===== src/rtl/host_bus_port_defs.svh =====
`ifndef HOST_BUS_PORT_DEFS_SVH
`define HOST_BUS_PORT_DEFS_SVH

// Bus and address widths
`define DATA_W          8
`define MUX_ADDR_W      8
`define LOW_ADDR_W      6

// Clock rate in kHz
`define CLK_KHZ         250000

// Length of the reset pulse driven out, in milliseconds
`define RST_PULSE_MS    4
`define RST_PULSE_CYC   (`RST_PULSE_MS * `CLK_KHZ)
`define RST_CNT_W       20

// Read/write line level that marks a read (combined style)
`define RW_READ_LVL     1'b1

// Pin levels at reset: deselected, strobes high, latch strobe low,
// wake high, so release shows no false access and no false wake edge
`define PINS_IDLE       19'h74000

`endif


===== src/rtl/host_bus_port_pkg.sv =====
package host_bus_port_pkg;

    // Filtered view of every bus pin input
    typedef struct packed {
        logic       cs_n;   // Chip select, low selects
        logic       rw;     // Read/write, or write strobe (low)
        logic       ds;     // Access end strobe, or read strobe (low)
        logic       ale;    // Address latch strobe
        logic       wake;   // External wake input
        logic [7:0] bus;    // Shared bus lines
        logic [5:0] addr;   // Low address lines
    } pins_t;

    // One register access handed to the core
    typedef struct packed {
        logic       write;  // 1 write, 0 read
        logic [7:0] addr;   // Register address
        logic [7:0] wdata;  // Write data
    } req_t;

    // Access state
    typedef enum logic [1:0] {
        ST_IDLE  = 2'b00,
        ST_READ  = 2'b01,
        ST_WRITE = 2'b10
    } acc_state_t;

endpackage


===== src/rtl/subscriber_ctrl_host_bus_port.sv =====
// Behaviour
// Multiplexed: shared lines carry address, then data
// Non-multiplexed: shared lines carry data only
// Non-multiplexed: address on six low lines
// Act only while chip select is low
// Combined style: read/write high reads, low writes
// Combined style: strobe rising edge ends access
// Separate style: direction from whichever strobe asserted
// Open-drain interrupt low while interrupt pending
// Latch strobe high marks address, captured
// Latch strobe selects multiplexed or not
// Reset high forces reset; held long enough
// Terminal functions enabled: drive reset line out
// Wake falling edge: interrupt, optional reset pulse
// Drive data lines only during selected read
`timescale 1ns/10ps
`include "host_bus_port_defs.svh"

module subscriber_ctrl_host_bus_port
    import host_bus_port_pkg::*;
#(
    parameter int unsigned RST_PULSE_CYCLES = `RST_PULSE_CYC
) (
    input  wire logic                   clk,
    input  wire logic                   rst,
    input  wire logic                   sep_strobes,
    input  wire logic                   cs_n,
    input  wire logic                   rw_or_wr_n,
    input  wire logic                   access_end_strobe,
    input  wire logic                   ale,
    input  wire logic [`DATA_W-1:0]     mux_bus_lines_i,
    output      logic [`DATA_W-1:0]     mux_bus_lines_o,
    output      logic                   mux_bus_lines_oe,
    input  wire logic [`LOW_ADDR_W-1:0] low_addr_lines,
    output      logic                   irq_n_o,
    output      logic                   irq_n_oe,
    input  wire logic                   irq_pending,
    input  wire logic                   wake_input,
    input  wire logic                   wake_flag_clear,
    output      logic                   wake_flag,
    input  wire logic                   term_fn_en,
    input  wire logic                   rst_out_en,
    output      logic                   rst_line_o,
    output      logic                   rst_line_oe,
    output      logic                   reg_req_valid,
    output      req_t                   reg_req,
    input  wire logic [`DATA_W-1:0]     reg_rdata,
    output      logic                   mux_mode
);

    // Access is on: selected and a strobe active
    function automatic logic acc_on(input pins_t p, input logic sep);
        if (sep) begin
            acc_on = !p.cs_n && (!p.rw || !p.ds);
        end else begin
            acc_on = !p.cs_n && !p.ds;
        end
    endfunction

    // Access direction: 1 for a read
    function automatic logic acc_rd(input pins_t p, input logic sep);
        if (sep) begin
            acc_rd = !p.ds;
        end else begin
            acc_rd = (p.rw == `RW_READ_LVL);
        end
    endfunction

    pins_t      raw;            // Pins gathered
    pins_t      s1_ff;          // First stage, read only by s2
    pins_t      s2_ff;          // Second stage
    pins_t      s3_ff;          // Third stage
    pins_t      filt_ff;        // Settled pin levels
    logic       ale_d_ff;       // Latch strobe, one cycle ago
    logic       wake_d_ff;      // Wake input, one cycle ago
    logic       mux_mode_ff;    // Multiplexed style seen
    logic [7:0] ale_addr_ff;    // Address from address phase
    acc_state_t state_ff;       // Access state
    logic       req_valid_ff;   // Request pulse to core
    req_t       req_ff;         // Request contents
    logic [7:0] bus_out_ff;     // Read data driven out
    logic       bus_oe_ff;      // Drive enable for data lines
    logic       irq_oe_ff;      // Interrupt pin pulled low
    logic       wake_flag_ff;   // Wake event pending
    logic [`RST_CNT_W-1:0] rst_cnt_ff; // Reset pulse remaining
    logic       on;             // Access active now
    logic       rd;             // Access is a read
    logic       wake_fall;      // Settled wake falling edge
    logic [7:0] cur_addr;       // Address for this access

    assign raw = '{cs_n: cs_n, rw: rw_or_wr_n, ds: access_end_strobe,
                   ale: ale, wake: wake_input, bus: mux_bus_lines_i,
                   addr: low_addr_lines};

    // Three-stage synchroniser on all pin inputs
    always_ff @(posedge clk or posedge rst) begin
        if (rst) begin
            // Idle levels: zeros would look like a selected strobe
            s1_ff <= pins_t'(`PINS_IDLE);
            s2_ff <= pins_t'(`PINS_IDLE);
            s3_ff <= pins_t'(`PINS_IDLE);
        end else begin
            s1_ff <= raw;
            s2_ff <= s1_ff;
            s3_ff <= s2_ff;
        end
    end

    // A bit only changes once stages two and three agree
    always_ff @(posedge clk or posedge rst) begin
        if (rst) begin
            filt_ff <= pins_t'(`PINS_IDLE);
        end else begin
            filt_ff <= pins_t'((~(s2_ff ^ s3_ff) & s2_ff) |
                               ((s2_ff ^ s3_ff) & filt_ff));
        end
    end

    assign on        = acc_on(filt_ff, sep_strobes);
    assign rd        = acc_rd(filt_ff, sep_strobes);
    assign wake_fall = wake_d_ff && !filt_ff.wake;
    // Mux style takes latched address, else six low lines
    assign cur_addr  = mux_mode_ff ? ale_addr_ff :
                       {2'h0, filt_ff.addr};

    // Edge history for latch strobe and wake
    always_ff @(posedge clk or posedge rst) begin
        if (rst) begin
            ale_d_ff  <= 1'b0;
            wake_d_ff <= 1'b1;
        end else begin
            ale_d_ff  <= filt_ff.ale;
            wake_d_ff <= filt_ff.wake;
        end
    end

    // Any latch strobe pulse switches to multiplexed style
    // Limitation: a strobe tied high still selects multiplexed, through its rise after reset
    always_ff @(posedge clk or posedge rst) begin
        if (rst) begin
            mux_mode_ff <= 1'b0;
        end else if (filt_ff.ale && !ale_d_ff) begin
            mux_mode_ff <= 1'b1;
        end
    end

    // Address phase: capture shared lines while strobe high
    always_ff @(posedge clk or posedge rst) begin
        if (rst) begin
            ale_addr_ff <= 8'h00;
        end else if (filt_ff.ale && mux_mode_ff) begin
            ale_addr_ff <= filt_ff.bus;
        end
    end

    // Access sequencing
    always_ff @(posedge clk or posedge rst) begin
        if (rst) begin
            state_ff <= ST_IDLE;
        end else begin
            case (state_ff)
                ST_IDLE: begin
                    // Start of a selected strobe
                    if (on && rd) begin
                        state_ff <= ST_READ;
                    end else if (on) begin
                        state_ff <= ST_WRITE;
                    end
                end
                ST_READ, ST_WRITE: begin
                    // Strobe release or deselect ends it
                    if (!on) begin
                        state_ff <= ST_IDLE;
                    end
                end
                default: begin
                    state_ff <= ST_IDLE;
                end
            endcase
        end
    end

    // Requests: read at strobe start, write at strobe end
    // Writes wait for the end so data has settled on the lines
    always_ff @(posedge clk or posedge rst) begin
        if (rst) begin
            req_valid_ff <= 1'b0;
            req_ff       <= '0;
        end else begin
            req_valid_ff <= 1'b0;
            case (state_ff)
                ST_IDLE: begin
                    if (on && rd) begin
                        req_valid_ff <= 1'b1;
                        req_ff       <= '{write: 1'b0, addr: cur_addr,
                                          wdata: 8'h00};
                    end else if (on) begin
                        req_ff       <= '{write: 1'b1, addr: cur_addr,
                                          wdata: filt_ff.bus};
                    end
                end
                ST_WRITE: begin
                    if (on) begin
                        req_ff.wdata <= filt_ff.bus;
                    end else if (!filt_ff.cs_n) begin
                        // Strobe rose while selected: commit
                        req_valid_ff <= 1'b1;
                    end
                    // Deselect first: write dropped
                end
                default: begin
                    req_valid_ff <= 1'b0;
                end
            endcase
        end
    end

    // Read data out, only while a read access lasts
    always_ff @(posedge clk or posedge rst) begin
        if (rst) begin
            bus_oe_ff  <= 1'b0;
            bus_out_ff <= 8'h00;
        end else if (state_ff != ST_READ || !on) begin
            bus_oe_ff  <= 1'b0;
        end else if (req_valid_ff) begin
            bus_oe_ff  <= 1'b1;
            bus_out_ff <= reg_rdata;
        end
    end

    // Wake flag: set wins over clear
    always_ff @(posedge clk or posedge rst) begin
        if (rst) begin
            wake_flag_ff <= 1'b0;
        end else if (wake_fall && term_fn_en) begin
            wake_flag_ff <= 1'b1;
        end else if (wake_flag_clear) begin
            wake_flag_ff <= 1'b0;
        end
    end

    // Open-drain interrupt: enable pulls the line low
    always_ff @(posedge clk or posedge rst) begin
        if (rst) begin
            irq_oe_ff <= 1'b0;
        end else begin
            irq_oe_ff <= irq_pending || wake_flag_ff;
        end
    end

    // Reset pulse driven out after a wake edge
    always_ff @(posedge clk or posedge rst) begin
        if (rst) begin
            rst_cnt_ff <= '0;
        end else if (wake_fall && term_fn_en && rst_out_en) begin
            rst_cnt_ff <= `RST_CNT_W'(RST_PULSE_CYCLES);
        end else if (rst_cnt_ff != '0) begin
            rst_cnt_ff <= rst_cnt_ff - `RST_CNT_W'(1);
        end
    end

    assign mux_bus_lines_o  = bus_out_ff;
    assign mux_bus_lines_oe = bus_oe_ff;
    assign irq_n_o          = 1'b0;
    assign irq_n_oe         = irq_oe_ff;
    assign rst_line_o       = 1'b1;
    assign rst_line_oe      = (rst_cnt_ff != '0);
    assign wake_flag        = wake_flag_ff;
    assign reg_req_valid    = req_valid_ff;
    assign reg_req          = req_ff;
    assign mux_mode         = mux_mode_ff;
endmodule


===== config.mk =====
export PLATFORM = sky130hd
export DESIGN_NAME = subscriber_ctrl_host_bus_port
export DESIGN_NICKNAME = d
export VERILOG_FILES = /design/src/rtl/host_bus_port_pkg.sv /design/src/rtl/subscriber_ctrl_host_bus_port.sv
export VERILOG_INCLUDE_DIRS = /design/src /design/src/rtl
export SDC_FILE = /design/constraint.sdc
export NUM_CORES = 1
export LEC_CHECK = 0
export BUFFER_PORTS_ARGS = -buffer_cell sky130_fd_sc_hd__clkbuf_2
export CAP_MARGIN = 20
export CORE_MARGIN = 2
export CORE_UTILIZATION = 55
export DETAILED_ROUTE_END_ITERATION = 8
export PLACE_DENSITY = 0.77
export SYNTH_ARGS = -nofsm -noshare
export SYNTH_HDL_FRONTEND = slang
export SYNTH_SLANG_ARGS = --single-unit

===== constraint.sdc =====
create_clock -name clk -period 6.8 [get_ports clk]
set_clock_uncertainty 0.15 [all_clocks]
set_input_delay 2.04 -clock clk [delete_from_list [all_inputs] [get_ports clk]]
set_output_delay 2.04 -clock clk [all_outputs]
set_load 0.01 [all_outputs]

==> results_dict.tcl <==
set metrics [dict create \
    status "complete, no violations" \
    netSwitchingFraction 0.3072 \
    category_of_the_most_critical_setup_path "reg -> out" \
    area_delta_synth_final_pct 20.74 \
    power_per_cell_area_nw_per_um2 398.7 \
    seq_power_share 0.459 \
    antenna_violating_nets_post_route 0 \
    clk_root_buffer_cell "sky130_fd_sc_hd__clkbuf_8" \
    muxShareOfSynthArea 0.05299 \
    path_clk_slew_ns 0.06 \
    chipWidth_um 98.72 \
    postSynthNetCount 381 \
    setup_viol_count_final 0 \
    syn_avg_cell_area_um2 14.43 \
    h_tree_level_count 4 \
    dieArea_um2 9746 \
    setup_ws_ns 2.171 \
    part_of_the_power_in_the_clock_network 0.367 \
    max_slew.worst_pin.slew_ns 0.7613 \
    placed_cells_incl_taps 506 \
    fin_crit_ns 4.629 \
    rsz0062_at_grt "no" \
    cp_top_family "simple AND/OR/NAND/NOR gates" \
    critical_path_cell_by_cell "inv_1 -> ha_1 -> nor4b_1 -> nand4b_4 -> or2_1 -> clkbuf_2" \
    grt_max_degree 92 \
    drt_pass_1_iters 4 \
    detailedRoute.firstIterationViolations 148 \
    final_max_slew_viol_count 0 \
    synth_async_sr_flop_share 1.000 \
    grt_first_pass_wirelength_um 14330 \
    synth_common_cells "sky130_fd_sc_hd__dfrtp_1 (121), sky130_fd_sc_hd__nand2_1 (23), sky130_fd_sc_hd__nor2_1 (21)" \
    detailedPlace.worstSlack_ns 2.692 \
    arrival_ns 2.44 \
    final.period_utilization 0.6807 \
    tns_ns 0 \
    switching_power_uw 729.8 \
    yosys-top-cells-area "sky130_fd_sc_hd__dfrtp_1 (61%), sky130_fd_sc_hd__dfstp_2 (9.1%), sky130_fd_sc_hd__mux2_2 (3.9%)" \
    dp_hpwl_um 5563 \
    clock_sink_count 138 \
    synth_area_leader_cell "sky130_fd_sc_hd__dfrtp_1" \
    critPathMaxFanout 16 \
    number_of_buffers_inserted_during_clock_tree_synthesis 17 \
    adder_cell_area_share_of_the_yosys_netlist 0.05122 \
    dieHeight_um 98.72 \
    crit_path_top_delay_cell "sky130_fd_sc_hd__nor4b_1" \
    critPathCaptureType "output port" \
    floorplan.core_area_um2 8721 \
    synthDominantCellAreaShare 0.6136 \
    cp.buffers_inverters 2 \
    synthSimpleGateAreaFrac 0.08671 \
    cts_tree "built" \
    max-vdd-ir-drop_v 0.0001725 \
    first_global_vias 3040 \
    yosys.cell_count.top_type "sky130_fd_sc_hd__dfrtp_1" \
    postSynthCellCount 342 \
    synth_compound_gate_area_share 0.05730 \
    seq_area_frac_synth 0.7041 \
    power.combinational.fraction 0.174 \
    startpoint_type "flop" \
    max_freq_ghz 0.2160 \
    report.final.hold_viol_count 0 \
    slew_headroom 0.4891 \
    globalRouteTotalUtil 0.1903 \
    yosys.area_share.xor_xnor 0.02840 \
    placementRows 34 \
    route.final.wire_length_um 8470 \
    synth_seq_cells 138 \
    insertedDiodeCount 0 \
    cts.repair.resized 0 \
    post_drt_wl_per_cell_um 15.71 \
    worst-endpoint-required_ns 4.61 \
    antenna_found_initial 0 \
    min-delay-path-class "reg -> reg" \
    post_synthesis_instance_area_um2 4935 \
    timing.max_cap.violations 0 \
    internal_power_contribution_mw 1.646 \
    postCtsHoldBufs 0 \
    worst_skew_pair.late_latency_ns 0.51 \
    power_leakage_nw 2.758 \
    cts_buffer_depth 2 \
    fin_nets 457 \
    dominant_synthesized_flop_cell "sky130_fd_sc_hd__dfrtp_1" \
    via_per_inst 5.327 \
    boundaryPins 67 \
    io_buffers 64 \
    gpl.final_weighted_congestion 0.9014 \
    num_vias 2871 \
    effective_utilization_at_floorplan 0.5659 \
    synth_top_family_by_area "simple AND/OR/NAND/NOR gates" \
    synth_enable_flop_cells 0 \
    cpPeakStageDelay_ns 0.47 \
    finalNonFillerCells 539 \
    fraction_of_layout_cells_with_a_size_suffix_above_1 0.3295 \
    post_cts_buffers 0 \
    grt.overflow.total 0 \
    ys.warnings.count 0 \
    synth.distinct_cells 50 \
    remaining_drc_errors 0 \
]
==> power groups by stage <==
stage          logic, mW  clock network, mW  registers [mW]
2_1_floorplan      0.234                  0            1.11
3_3_place_gp       0.394                  0            1.09
3_5_place_dp       0.411                  0            1.10
4_1_cts            0.416              0.887            1.09
5_1_grt            0.456              0.927            1.11
6_report           0.413              0.872            1.09
==> cell type report <==
cell class | count | area (um^2)
clock buffer | 17 | 414.1
tap | 108 | 135.1
inverter | 7 | 31.28
multi-input combinational | 187 | 1373
timing repair buffer | 67 | 362.8
fill | 604 | 2763
clock inverter | 15 | 167.7
sequential | 138 | 3475
==> layout by cell type, fill, tap and decap left out, types with 6 or more instances in the layout <==
| cell | instances |
|---|---|
| sky130_fd_sc_hd__dfstp_2 | 17 |
| sky130_fd_sc_hd__inv_1 | 6 |
| sky130_fd_sc_hd__mux2i_1 | 7 |
| sky130_fd_sc_hd__clkbuf_16 | 16 |
| sky130_fd_sc_hd__maj3_1 | 19 |
| sky130_fd_sc_hd__inv_8 | 6 |
| sky130_fd_sc_hd__dfrtp_1 | 121 |
| sky130_fd_sc_hd__xor2_1 | 15 |
| sky130_fd_sc_hd__o21ai_0 | 16 |
| sky130_fd_sc_hd__a22o_1 | 8 |
| sky130_fd_sc_hd__clkbuf_2 | 64 |
| sky130_fd_sc_hd__nor2_1 | 21 |
| sky130_fd_sc_hd__nand2_1 | 23 |
| sky130_fd_sc_hd__mux2_2 | 17 |
==> metal layers <==
layer | track usage | routed length, um | share of wire | vias to the layer above
met5 | 0 | 0 | 0 | -
met4 | 0.09062 | 229 | 0.027 | 0
met3 | 0.06596 | 385 | 0.045 | 20
met2 | 0.3035 | 4160 | 0.49 | 76
met1 | 0.2349 | 3695 | 0.44 | 1432
li1 | - | - | - | 1343
==> through the flow <==
stage | area, um^2 | hold slack [ns] | power, mW | util
finish | 5958 | 0.1994 | 2.376 | 0.6832
global route | 5958 | 0.2028 | 2.494 | 0.6832
CTS | 5931 | 0.2013 | 2.394 | 0.6801
detailed placement | 5349 | 0.1855 | 1.513 | 0.6133
global placement | 5349 | 0.1826 | 1.485 | 0.6133
floorplan | 4935 | 0.1812 | 1.345 | -
==> logic make-up after synthesis <==
family / after synthesis
other cells: 2
compound gates: 42
xor+xnor: 16
buf+inv: 17
fa+ha+maj: 24
mux: 24
simple gates: 79
flops: 138
==> path summary, 6_finish.rpt <==
kind / from / endpoint / cells past startpoint / slack [ns]
worst max-delay path: rst_cnt_ff[0] / rst_line_oe / 6 / 2.17
worst min register to register: s1_ff[0] / s2_ff[0] / 0 / 0.20
worst max register to register: flop / reg_req[16] / 4 / 4.47
min in group asynchronous: rst / wake_flag / 2 / 1.38
worst min-delay path: s1_ff[0] / s2_ff[0] / 0 / 0.20
max in group asynchronous: rst / async pin / 4 / 4.13
Note: power is estimated with default switching activity, not from simulation.
